[config.mk]
export PLATFORM = sky130hd
export DESIGN_NAME = pci_dma_chain_engine
export DESIGN_NICKNAME = d
export VERILOG_FILES = /design/src/core/pci_dma_pkg.sv /design/src/core/pci_dma_chain_engine.sv
export SDC_FILE = /design/constraint.sdc
export NUM_CORES = 2
export LEC_CHECK = 0
export ABC_AREA = 1
export ABC_CLOCK_PERIOD_IN_PS = 8400
export BUFFER_PORTS_ARGS = -buffer_cell sky130_fd_sc_hd__buf_4
export CORE_MARGIN = 5
export CORE_UTILIZATION = 25
export CTS_CLUSTER_DIAMETER = 80
export CTS_CLUSTER_SIZE = 20
export DETAILED_ROUTE_END_ITERATION = 8
export GPL_TIMING_DRIVEN = 0
export HOLD_SLACK_MARGIN = 0.15
export PLACE_DENSITY = 0.45
export RECOVER_POWER = 100
export SYNTH_ARGS = -nofsm -noshare
export SYNTH_HDL_FRONTEND = slang
export SYNTH_SLANG_ARGS = --single-unit
[constraint.sdc]
create_clock -name clk_sys -period 8.4 [get_ports clk_sys]
set_input_delay 2.1 -clock clk_sys [delete_from_list [all_inputs] [get_ports clk_sys]]
set_output_delay 2.1 -clock clk_sys [all_outputs]
set_load 0.005 [all_outputs]
[src/core/pci_dma_pkg.sv]
`default_nettype none
package pci_dma_pkg;

  // ------------------------------------------------------------
  // register map (byte addresses, one word each)
  // ------------------------------------------------------------
  localparam int REG_AW = 8;
  localparam logic [7:0] OFF_CTRL = 8'h00;
  localparam logic [7:0] OFF_STATUS = 8'h04;
  localparam logic [7:0] OFF_SYSADDR = 8'h08;
  localparam logic [7:0] OFF_PCIADDR = 8'h0c;
  localparam logic [7:0] OFF_COUNT = 8'h10;
  localparam logic [7:0] OFF_CHAIN = 8'h14;

  // ------------------------------------------------------------
  // control and status fields
  // ------------------------------------------------------------
  localparam int CTRL_RST = 0;
  localparam int CTRL_DIR = 1;
  localparam int CTRL_MODE = 2;
  localparam int CTRL_ACT = 4;
  localparam int CTRL_XIE = 8;
  localparam int CTRL_CIE = 9;
  localparam int CTRL_EIE = 10;
  localparam logic CTRL_RST_INIT = 1'b1;
  localparam int ST_ERR_DATA = 0;
  localparam int ST_ERR_CHAIN = 1;
  localparam int ST_ERR_PCI = 2;
  localparam int ST_XDONE = 8;
  localparam int ST_CDONE = 9;

  localparam logic [1:0] MODE_SINGLE = 2'h0;
  localparam logic [1:0] MODE_BURST = 2'h1;
  localparam logic [4:0] FIFO_DEPTH = 5'h10;
  localparam logic [4:0] BURST_WORDS = 5'h10;
  localparam logic [4:0] SINGLE_WORDS = 5'h01;

  // descriptor word offsets
  localparam logic [3:0] DESC_OFF_LINK = 4'h0;
  localparam logic [3:0] DESC_OFF_SYS = 4'h4;
  localparam logic [3:0] DESC_OFF_PCI = 4'h8;
  localparam logic [3:0] DESC_OFF_CNT = 4'hc;
  localparam logic [4:0] DESC_LAST_BEAT = 5'h03;
  localparam logic [31:0] WORD_BYTES = 32'h0000_0004;

  localparam logic [1:0] RESP_OKAY = 2'h0;
  localparam logic [1:0] RESP_SLVERR = 2'h2;

  // ------------------------------------------------------------
  // types
  // ------------------------------------------------------------
  typedef enum logic [3:0] {
    ST_IDLE = 4'h1,
    ST_FETCH = 4'h2,
    ST_READ = 4'h4,
    ST_WRITE = 4'h8
  } dma_state_t;

  typedef struct packed {
    logic valid;
    logic write;
    logic burst;
    logic last;
    logic [31:0] addr;
    logic [31:0] wdata;
  } sys_req_t;

  typedef struct packed {
    logic ack;
    logic err;
    logic [31:0] rdata;
  } sys_rsp_t;

  typedef struct packed {
    logic req;
    logic write;
    logic last;
    logic [31:0] addr;
    logic [31:0] wdata;
  } pci_req_t;

  // err: [2] fatal, [1] system error, [0] parity error
  typedef struct packed {
    logic clk;
    logic ack;
    logic [2:0] err;
    logic [31:0] rdata;
  } pci_in_t;

endpackage
`default_nettype wire

[src/core/pci_dma_chain_engine.sv]
`timescale 1ns/10ps
`default_nettype none
module pci_dma_chain_engine (
  // clock and reset
  input wire logic clk_sys,
  input wire logic resetn,
  // register bus, axi4-lite slave
  input wire logic [7:0] s_axi_awaddr,
  input wire logic s_axi_awvalid,
  output logic s_axi_awready,
  input wire logic [31:0] s_axi_wdata,
  input wire logic [3:0] s_axi_wstrb,
  input wire logic s_axi_wvalid,
  output logic s_axi_wready,
  output logic [1:0] s_axi_bresp,
  output logic s_axi_bvalid,
  input wire logic s_axi_bready,
  input wire logic [7:0] s_axi_araddr,
  input wire logic s_axi_arvalid,
  output logic s_axi_arready,
  output logic [31:0] s_axi_rdata,
  output logic [1:0] s_axi_rresp,
  output logic s_axi_rvalid,
  input wire logic s_axi_rready,
  // system-bus master
  output var pci_dma_pkg::sys_req_t sysReq,
  input wire pci_dma_pkg::sys_rsp_t sysRsp,
  // pci side, asynchronous to clk_sys
  output var pci_dma_pkg::pci_req_t pciReq,
  input wire pci_dma_pkg::pci_in_t pciIn,
  // interrupt
  output logic irq
);

  function automatic logic [31:0] mergeBytes(input logic [31:0] old,
      input logic [31:0] val, input logic [3:0] strb);
    for (int i = 0; i < 4; i++) begin
      mergeBytes[8*i +: 8] = strb[i] ? val[8*i +: 8] : old[8*i +: 8];
    end
  endfunction

  function automatic logic hit(input logic [7:0] a, input logic [7:0] off);
    return a[7:2] == off[7:2];
  endfunction

  // ------------------------------------------------------------
  // state
  // ------------------------------------------------------------
  pci_dma_pkg::dma_state_t state;
  logic ctrlRst, ctrlDir, xIe, cIe, eIe, active, chainRun, chainEnd;
  logic [1:0] ctrlMode;
  logic [4:0] errBits;
  logic xDone, cDone;
  logic [31:0] sysAddr, pciAddr, count, chainAddr, descBase;
  logic [4:0] beat, fifoCount;
  logic [31:0] fifo [16];
  pci_dma_pkg::pci_in_t pciMeta, pciSync;
  logic pciClkPrev, pciWaitLow;
  logic [7:0] wAddrQ;
  logic [31:0] wDataQ;
  logic [3:0] wStrbQ;

  // ------------------------------------------------------------
  // pci input synchroniser
  // ------------------------------------------------------------
  always_ff @(posedge clk_sys) begin
    pciMeta <= pciIn;
    pciSync <= pciMeta;
    pciClkPrev <= pciSync.clk;
  end

  // ------------------------------------------------------------
  // decode
  // ------------------------------------------------------------
  wire pciEdge = pciSync.clk && !pciClkPrev;
  wire inXfer = (state == pci_dma_pkg::ST_READ) ||
                (state == pci_dma_pkg::ST_WRITE);
  wire curPci = (state == pci_dma_pkg::ST_READ) ? ctrlDir :
                inXfer && !ctrlDir;
  wire sysBeat = sysReq.valid && sysRsp.ack;
  wire pciBeat = pciReq.req && pciSync.ack && pciEdge;
  wire busy = (state != pci_dma_pkg::ST_IDLE);
  wire beatDone = busy && (sysBeat || pciBeat);
  wire beatErr = busy && ((sysBeat && sysRsp.err) ||
                          (pciBeat && (|pciSync.err)));
  wire [31:0] rdWord = pciBeat ? pciSync.rdata : sysRsp.rdata;
  wire burstMode = (ctrlMode == pci_dma_pkg::MODE_BURST);
  wire [4:0] chunkLen = !burstMode ? pci_dma_pkg::SINGLE_WORDS :
      (count >= {27'h0, pci_dma_pkg::BURST_WORDS}) ?
      pci_dma_pkg::BURST_WORDS : count[4:0];
  wire lastBeat = (state == pci_dma_pkg::ST_FETCH) ?
      (beat == pci_dma_pkg::DESC_LAST_BEAT) :
      (beat == chunkLen - pci_dma_pkg::SINGLE_WORDS);
  wire [4:0] wantLeft = chunkLen - beat;
  wire spaceOk = (state == pci_dma_pkg::ST_READ) ?
      (pci_dma_pkg::FIFO_DEPTH - fifoCount >= wantLeft) :
      (fifoCount >= wantLeft);
  wire chunkDone = beatDone && !beatErr && lastBeat;
  wire zeroXfer = (state == pci_dma_pkg::ST_READ) && (count == 32'h0);
  wire finishEv = zeroXfer || ((state == pci_dma_pkg::ST_WRITE) &&
                  chunkDone && (count == {27'h0, chunkLen}));
  wire goFetch = chainRun && !chainEnd;
  wire needBus = (state == pci_dma_pkg::ST_FETCH) ||
                 (inXfer && !zeroXfer && spaceOk);
  wire sysIssue = needBus && !curPci && !sysReq.valid;
  wire pciIssue = needBus && curPci && !pciReq.req && !pciWaitLow &&
                  pciEdge;
  wire [1:0] descIdx = beat[1:0];

  // register bus decode
  wire doWrite = !s_axi_awready && !s_axi_wready && !s_axi_bvalid;
  wire wrCtrl = doWrite && hit(wAddrQ, pci_dma_pkg::OFF_CTRL);
  wire wrStat = doWrite && hit(wAddrQ, pci_dma_pkg::OFF_STATUS);
  wire wrSys = doWrite && hit(wAddrQ, pci_dma_pkg::OFF_SYSADDR) && !busy;
  wire wrPci = doWrite && hit(wAddrQ, pci_dma_pkg::OFF_PCIADDR) && !busy;
  wire wrCnt = doWrite && hit(wAddrQ, pci_dma_pkg::OFF_COUNT) && !busy;
  wire wrChain = doWrite && hit(wAddrQ, pci_dma_pkg::OFF_CHAIN) && !busy;
  wire wMapped = hit(wAddrQ, pci_dma_pkg::OFF_CTRL) ||
      hit(wAddrQ, pci_dma_pkg::OFF_STATUS) ||
      hit(wAddrQ, pci_dma_pkg::OFF_SYSADDR) ||
      hit(wAddrQ, pci_dma_pkg::OFF_PCIADDR) ||
      hit(wAddrQ, pci_dma_pkg::OFF_COUNT) ||
      hit(wAddrQ, pci_dma_pkg::OFF_CHAIN);
  wire [31:0] ctrlWord = {21'h0, eIe, cIe, xIe, 2'h0, chainRun, active,
                          ctrlMode, ctrlDir, ctrlRst};
  wire [31:0] statWord = {22'h0, cDone, xDone, 3'h0, errBits};
  wire [31:0] ctrlNew = mergeBytes(ctrlWord, wDataQ, wStrbQ);
  wire [31:0] w1c = mergeBytes(32'h0, wDataQ, wStrbQ);
  wire [31:0] chainNew = mergeBytes(chainAddr, wDataQ, wStrbQ);
  wire idleOk = !busy && !ctrlRst;
  wire startXfer = wrCtrl && ctrlNew[pci_dma_pkg::CTRL_ACT] && idleOk &&
                   !ctrlNew[pci_dma_pkg::CTRL_RST];
  wire startChain = wrChain && idleOk && (chainNew != 32'h0);
  wire [31:0] rdMux =
      hit(s_axi_araddr, pci_dma_pkg::OFF_CTRL) ? ctrlWord :
      hit(s_axi_araddr, pci_dma_pkg::OFF_STATUS) ? statWord :
      hit(s_axi_araddr, pci_dma_pkg::OFF_SYSADDR) ? sysAddr :
      hit(s_axi_araddr, pci_dma_pkg::OFF_PCIADDR) ? pciAddr :
      hit(s_axi_araddr, pci_dma_pkg::OFF_COUNT) ? count :
      hit(s_axi_araddr, pci_dma_pkg::OFF_CHAIN) ? chainAddr : 32'h0;
  wire rMapped = s_axi_araddr[7:2] <= pci_dma_pkg::OFF_CHAIN[7:2];
  wire [4:0] errSet = !beatErr ? 5'h0 :
      pciBeat ? {pciSync.err, 2'h0} :
      (state == pci_dma_pkg::ST_FETCH) ? 5'h02 : 5'h01;

  // ------------------------------------------------------------
  // axi4-lite slave
  // ------------------------------------------------------------
  always_ff @(posedge clk_sys) begin
    if (!resetn) begin
      s_axi_awready <= 1'b1;
      s_axi_wready <= 1'b1;
      s_axi_bvalid <= 1'b0;
      s_axi_bresp <= pci_dma_pkg::RESP_OKAY;
      wAddrQ <= 8'h00;
      wDataQ <= 32'h0;
      wStrbQ <= 4'h0;
    end else begin
      if (s_axi_awvalid && s_axi_awready) begin
        wAddrQ <= s_axi_awaddr;
        s_axi_awready <= 1'b0;
      end
      if (s_axi_wvalid && s_axi_wready) begin
        wDataQ <= s_axi_wdata;
        wStrbQ <= s_axi_wstrb;
        s_axi_wready <= 1'b0;
      end
      if (doWrite) begin
        s_axi_bvalid <= 1'b1;
        s_axi_bresp <= wMapped ? pci_dma_pkg::RESP_OKAY :
                                 pci_dma_pkg::RESP_SLVERR;
      end else if (s_axi_bvalid && s_axi_bready) begin
        s_axi_bvalid <= 1'b0;
        s_axi_awready <= 1'b1;
        s_axi_wready <= 1'b1;
      end
    end
  end

  always_ff @(posedge clk_sys) begin
    if (!resetn) begin
      s_axi_arready <= 1'b1;
      s_axi_rvalid <= 1'b0;
      s_axi_rdata <= 32'h0;
      s_axi_rresp <= pci_dma_pkg::RESP_OKAY;
    end else if (s_axi_arvalid && s_axi_arready) begin
      s_axi_arready <= 1'b0;
      s_axi_rvalid <= 1'b1;
      s_axi_rdata <= rdMux;
      s_axi_rresp <= rMapped ? pci_dma_pkg::RESP_OKAY :
                               pci_dma_pkg::RESP_SLVERR;
    end else if (s_axi_rvalid && s_axi_rready) begin
      s_axi_rvalid <= 1'b0;
      s_axi_arready <= 1'b1;
    end
  end

  // ------------------------------------------------------------
  // control, status and interrupt
  // ------------------------------------------------------------
  always_ff @(posedge clk_sys) begin
    if (!resetn) begin
      ctrlRst <= pci_dma_pkg::CTRL_RST_INIT;
      {ctrlDir, ctrlMode, xIe, cIe, eIe} <= 6'h00;
    end else if (wrCtrl) begin
      ctrlRst <= ctrlNew[pci_dma_pkg::CTRL_RST];
      ctrlDir <= ctrlNew[pci_dma_pkg::CTRL_DIR];
      ctrlMode <= ctrlNew[pci_dma_pkg::CTRL_MODE +: 2];
      xIe <= ctrlNew[pci_dma_pkg::CTRL_XIE];
      cIe <= ctrlNew[pci_dma_pkg::CTRL_CIE];
      eIe <= ctrlNew[pci_dma_pkg::CTRL_EIE];
    end
  end

  // a hardware set in the same cycle as a clear wins
  always_ff @(posedge clk_sys) begin
    if (!resetn) begin
      {xDone, cDone, errBits} <= 7'h00;
      irq <= 1'b0;
    end else begin
      xDone <= (xDone && !(wrStat && w1c[pci_dma_pkg::ST_XDONE])) ||
               finishEv;
      cDone <= (cDone && !(wrStat && w1c[pci_dma_pkg::ST_CDONE])) ||
               (finishEv && chainRun && chainEnd);
      errBits <= (errBits & ~(wrStat ? w1c[4:0] : 5'h0)) | errSet;
      irq <= (xDone && xIe) || (cDone && cIe) ||
             ((|errBits) && eIe);
    end
  end

  always_ff @(posedge clk_sys) begin
    if (!resetn || ctrlRst) begin
      active <= 1'b0;
      chainRun <= 1'b0;
    end else if (startXfer || startChain) begin
      active <= 1'b1;
      chainRun <= startChain;
    end else if (beatErr || (finishEv && !goFetch)) begin
      active <= 1'b0;
      chainRun <= 1'b0;
    end
  end

  // ------------------------------------------------------------
  // channel registers and descriptor loading
  // ------------------------------------------------------------
  wire fetchBeat = (state == pci_dma_pkg::ST_FETCH) && beatDone &&
                   !beatErr;
  always_ff @(posedge clk_sys) begin
    if (!resetn) begin
      {sysAddr, pciAddr, count, chainAddr, descBase} <= '0;
      chainEnd <= 1'b0;
    end else begin
      if (wrSys) sysAddr <= mergeBytes(sysAddr, wDataQ, wStrbQ);
      else if (fetchBeat && descIdx == pci_dma_pkg::DESC_OFF_SYS[3:2])
        sysAddr <= rdWord;
      else if (inXfer && sysBeat && !beatErr)
        sysAddr <= sysAddr + pci_dma_pkg::WORD_BYTES;
      if (wrPci) pciAddr <= mergeBytes(pciAddr, wDataQ, wStrbQ);
      else if (fetchBeat && descIdx == pci_dma_pkg::DESC_OFF_PCI[3:2])
        pciAddr <= rdWord;
      else if (inXfer && pciBeat && !beatErr)
        pciAddr <= pciAddr + pci_dma_pkg::WORD_BYTES;
      if (wrCnt) count <= mergeBytes(count, wDataQ, wStrbQ);
      else if (fetchBeat && descIdx == pci_dma_pkg::DESC_OFF_CNT[3:2])
        count <= rdWord;
      else if ((state == pci_dma_pkg::ST_WRITE) && chunkDone)
        count <= count - {27'h0, chunkLen};
      if (wrChain) chainAddr <= chainNew;
      else if (fetchBeat && descIdx == pci_dma_pkg::DESC_OFF_LINK[3:2] &&
               rdWord != 32'h0)
        chainAddr <= rdWord;
      if (startChain) begin
        chainEnd <= 1'b0;
        descBase <= chainNew;
      end else if (fetchBeat &&
                   descIdx == pci_dma_pkg::DESC_OFF_LINK[3:2]) begin
        chainEnd <= (rdWord == 32'h0);
      end else if (finishEv && goFetch) begin
        descBase <= chainAddr;
      end
    end
  end

  // ------------------------------------------------------------
  // sequencer: fetch, read a chunk, then write it
  // ------------------------------------------------------------
  always_ff @(posedge clk_sys) begin
    if (!resetn || ctrlRst || beatErr) begin
      state <= pci_dma_pkg::ST_IDLE;
      beat <= 5'h00;
      fifoCount <= 5'h00;
    end else begin
      case (state)
        pci_dma_pkg::ST_IDLE: begin
          beat <= 5'h00;
          if (startXfer) state <= pci_dma_pkg::ST_READ;
          else if (startChain) state <= pci_dma_pkg::ST_FETCH;
        end
        pci_dma_pkg::ST_FETCH: begin
          if (beatDone) begin
            beat <= lastBeat ? 5'h00 : beat + 5'h01;
            if (lastBeat) state <= pci_dma_pkg::ST_READ;
          end
        end
        pci_dma_pkg::ST_READ: begin
          if (zeroXfer) begin
            state <= goFetch ? pci_dma_pkg::ST_FETCH :
                               pci_dma_pkg::ST_IDLE;
          end else if (beatDone) begin
            fifoCount <= fifoCount + 5'h01;
            beat <= lastBeat ? 5'h00 : beat + 5'h01;
            if (lastBeat) state <= pci_dma_pkg::ST_WRITE;
          end
        end
        pci_dma_pkg::ST_WRITE: begin
          if (beatDone) begin
            fifoCount <= fifoCount - 5'h01;
            beat <= lastBeat ? 5'h00 : beat + 5'h01;
            if (finishEv)
              state <= goFetch ? pci_dma_pkg::ST_FETCH :
                                 pci_dma_pkg::ST_IDLE;
            else if (lastBeat) state <= pci_dma_pkg::ST_READ;
          end
        end
        default: state <= pci_dma_pkg::ST_IDLE;
      endcase
    end
  end

  // staging words between source and destination
  always_ff @(posedge clk_sys) begin
    if ((state == pci_dma_pkg::ST_READ) && beatDone && !beatErr)
      fifo[beat[3:0]] <= rdWord;
  end

  // ------------------------------------------------------------
  // bus masters
  // ------------------------------------------------------------
  always_ff @(posedge clk_sys) begin
    if (!resetn) begin
      sysReq <= '0;
    end else if (sysBeat) begin
      sysReq.valid <= 1'b0;
    end else if (sysIssue) begin
      sysReq.valid <= 1'b1;
      sysReq.write <= (state == pci_dma_pkg::ST_WRITE);
      sysReq.burst <= (state == pci_dma_pkg::ST_FETCH) || burstMode;
      sysReq.last <= lastBeat;
      sysReq.addr <= (state == pci_dma_pkg::ST_FETCH) ?
          descBase + {25'h0, beat, 2'b00} : sysAddr;
      sysReq.wdata <= fifo[beat[3:0]];
    end
  end

  // four-phase: req up, ack up, req down, ack down
  always_ff @(posedge clk_sys) begin
    if (!resetn) begin
      pciReq <= '0;
      pciWaitLow <= 1'b0;
    end else if (pciBeat) begin
      pciReq.req <= 1'b0;
      pciWaitLow <= 1'b1;
    end else begin
      if (!pciSync.ack) pciWaitLow <= 1'b0;
      if (pciIssue) begin
        pciReq.req <= 1'b1;
        pciReq.write <= (state == pci_dma_pkg::ST_WRITE);
        pciReq.last <= lastBeat;
        pciReq.addr <= pciAddr;
        pciReq.wdata <= fifo[beat[3:0]];
      end
    end
  end
endmodule // pci_dma_chain_engine
`default_nettype wire

==> impl_metrics.yaml <==
cts:
  clkSlewWorstSetupHoldPaths_ns: 0.09
  cts_buffers: 83
  cts.repair.resized: 0
  holdBufCountCts: 0
  cts_root_buffer: "clkbuf_16"
  post_cts_buffers: 0
  cts.path.max_buffers: 3
  worstSkewPairLatency_ns: 0.75
  clock_tree.htree_level_count: 3
  clock_sinks: 1000
  tritoncts: "built"
setup_path:
  path_common_cell: "nand2_1"
  crit_path_max_fanout: 10
  timing.critical_path.arrival_ns: 7.05
  critical_path.reg2reg.startpoint: "count[15]"
  max_stage_delay_ns: 0.85
  cp.buffers_inverters: 5
  worst_ep_required_time_ns: 9.08
  critPathCaptureType: "flip-flop"
  critical-path-slowest-cell: "clkbuf_1"
  setup.worst_path.start: "count[15]"
  timing.critical_path.from_type: "flip-flop"
  timing_worst_setup_path_type: "flip-flop to flip-flop"
  cp_top_family: "simple AND/OR/NAND/NOR gates"
min_path:
  hold_class: "flip-flop to flip-flop"
  holdCritStartpoint: "pciMeta[21]"
timing:
  clock.fmax_ghz: 0.157
  worst-slew-pin-transition_ns: 2.16
  clock-skew-final_ns: 0.0812
  timing_hold_violations_final: 0
  fin_crit_sh_pct: 75.8
  period_needed_ns: 6.36
  timing.final.max_slew_violations: 578
  slew-limit-headroom_pct: -44.7
  rsz_0062_raised_after_global_routing: "false"
  fin_hold_ws_ns: 0.309
  layout_setup_ws_ns: 2.04
  setup_viol: 0
floorplan:
  core_region_area_um2: 178000
  ioPinCount: 307
  placement_rows: 155
  die_area_um2: 188000
  initial_utilization_pct: 25.1
  floorplan.die.width_um: 433
  die_height_um: 433
place:
  hpwl_mm: 161
  place.gp.congestion: 1.01
  dp.cells: 7529
  io_buffers: 299
  pre_cts_slack_ns: 2.40
global_routing:
  grt_start_max_net_pins: 24
  via_count_of_the_first_global_routing_pass: 37200
  antenna_found_initial: 17
  wire_length_of_the_first_global_routing_pass_mm: 289
  track_usage_pct: 21.6
  grt_remaining_overflow: 0
routing:
  number_of_drc_violations_after_detailed_routing: 0
  dr.first_iter.drc_count: 3823
  post_detailed_route_count_of_antenna_violating_nets: 0
  dr_total_vias: 38500
  wl_per_cell_um: 27.2
  number_of_iterations_in_the_first_detailed_routing_pass: 6
  detail_route.vias_per_cell: 5.02
  route.final.wire_length_mm: 209
power:
  power.share.combinational_pct: 5.0
  power.sequential.fraction_pct: 51.9
  power.density_cell_area_nw_per_um2: 191
  leakagePower_nw: 18.2
  internal_power_component_mw: 7.41
  netSwitchingFraction_pct: 26.1
  share_clk_of_total_power_pct: 43.1
  netSwitchingPower_mw: 2.62
  power_mw: 10.0
  worst_ir_drop_vdd_mv: 0.141
yosys:
  synth_enable_flop_cells: 512
  yosys.area.top_type_share_pct: 34.3
  synth.avg_cell_area_um2: 9.24
  synth.area.mux_share_pct: 2.88
  yosys.cell_count.top_type: "nand2_1"
  compound_cell_area_share_of_the_yosys_netlist_pct: 17.6
  yosysTopAreaCell: "edfxtp_1"
  ys_seq_area_share_pct: 56.1
  synth_xor_xnor_area_share_pct: 1.76
  cells_after_synthesis: 4850
  ys_async_sr_fraction_pct: 0
  syn-cell-area_um2: 44800
  most_used_dff_post_synth: "edfxtp_1"
  synth_top_family_by_area: "compound AO/OA/AOI/OAI gates"
  yosysWarningCount: 0
  post_synth_fa_ha_maj_area_fraction_pct: 1.04
  post_synth_most_frequent_cells: "nand2_1, o21ai_0, edfxtp_1, dfxtp_1, a21oi_1"
  cell_types_with_the_largest_area_share_after_synthesis: "edfxtp_1, dfxtp_1, o21ai_0"
  ys_seq_elements: 1000
  synth.lib_cells_used.distinct: 65
  synthSimpleGateAreaFrac_pct: 14.0
finish:
  areaGrowthSynthToFinish_pct: 17.4
  drive_gt1_share_pct: 9.04
  final-instance-count-excl-fill: 7683
  design.final.nets: 5424
job:
  cap_violations: 35
outcome:
  outcome: "complete, but fails checks"
  violations: "capacitance limit, slew limit"
-- metal layers --
metal	routed length [um]	track usage, %
met1	84600	26.7
met2	99700	36.7
met3	11400	2.68
met4	13600	11.7
met5	0	0
-- cells by family (layout without fill, tap and decap cells) --
| logic type | count (synthesis) | count (layout) |
|---|---|---|
| adders and majority gates | 35 | 35 |
| and+or+nand+nor | 1432 | 1432 |
| buffers and inverters | 739 | 1211 |
| xor gates and xnor gates | 90 | 90 |
| AOI/OAI and AO/OA | 1424 | 1424 |
| muxes | 129 | 129 |
| other | 1 | 7 |
| DFF | 1000 | 1000 |
-- final timing paths --
kind / endpoint / slack [ns] / cells after the start
worst min register to register: pciSync[21] / 0.31 / 0
worst max register to register: pciReq[34] / 2.04 / 25
worst max-delay path: pciReq[34] / 2.04 / 25
worst min-delay path: pciSync[21] / 0.31 / 0
-- cell type report --
cell class              instances  area, um^2
repair buffers                324        2130
well taps                    2355        2950
clock buffers                  95        2230
diodes                          5        12.5
multi-input cells            3112       16600
inverters                     455        1710
clock inverters                53         723
fillers                     19200      126000
flip-flops and latches       1000       25100
plain buffers                 284        1160
-- flip-flops by register name (all words and copies together), names as in the netlist, 6 cells and up, named ones only --
name         count
chainAddr       32
count           32
descBase        32
fifo           512
pciAddr         32
pciMeta         37
pciReq          67
pciSync         37
s_axi_rdata     32
sysAddr         32
sysReq          68
wAddrQ           6
wDataQ          32
-- layout by cell type (no fill, tap or decap), drive strengths merged, types with 8 or more instances in the layout --
cell type    n
a211oi      15
buf        133
xnor2       16
nor2       360
nand3      197
edfxtp     512
nor4        20
clkinv      30
o21ai      606
xor2        74
or2         18
nor3        43
ha          30
o22ai       73
inv        469
a31oi       38
nand4       91
a21oi      488
o21a         8
nand2      694
dfxtp      488
a22oi       25
clkbuf     570
o211ai     150
mux2i      129
-- power groups by stage --
stage | clock [mW] | sequential, mW | combinational, mW
2_1_floorplan | 0 | 5.29 | 0.231
3_3_place_gp | 0 | 5.32 | 0.493
3_5_place_dp | 0 | 5.32 | 0.500
4_1_cts | 4.41 | 5.21 | 0.502
5_1_grt | 4.60 | 5.21 | 0.525
6_report | 4.33 | 5.21 | 0.497
-- stage by stage --
step / TNS, ns / util (%) / cell area, um^2
after floorplan: 0 / - / 44800
after global placement: -13.82 / 28.0 / 50000
after detailed placement: 0 / 28.4 / 50600
after CTS: 0 / 30.0 / 53500
after global routing: 0 / 29.5 / 52600
final: 0 / 29.5 / 52600
-- worst register-to-register path: cells and delay by family (launching register included) --
| family | cells | cell delay [ns] |
|---|---|---|
| flip-flops | 1 | 0.48 |
| XOR/XNOR | 1 | 0.43 |
| buffers and inverters | 5 | 1.66 |
| AND/OR/NAND/NOR | 12 | 2.19 |
| AO/OA/AOI/OAI | 3 | 0.32 |
| adder cells (fa/ha/maj) | 4 | 1.26 |
Power figures use the tool's default switching activity.
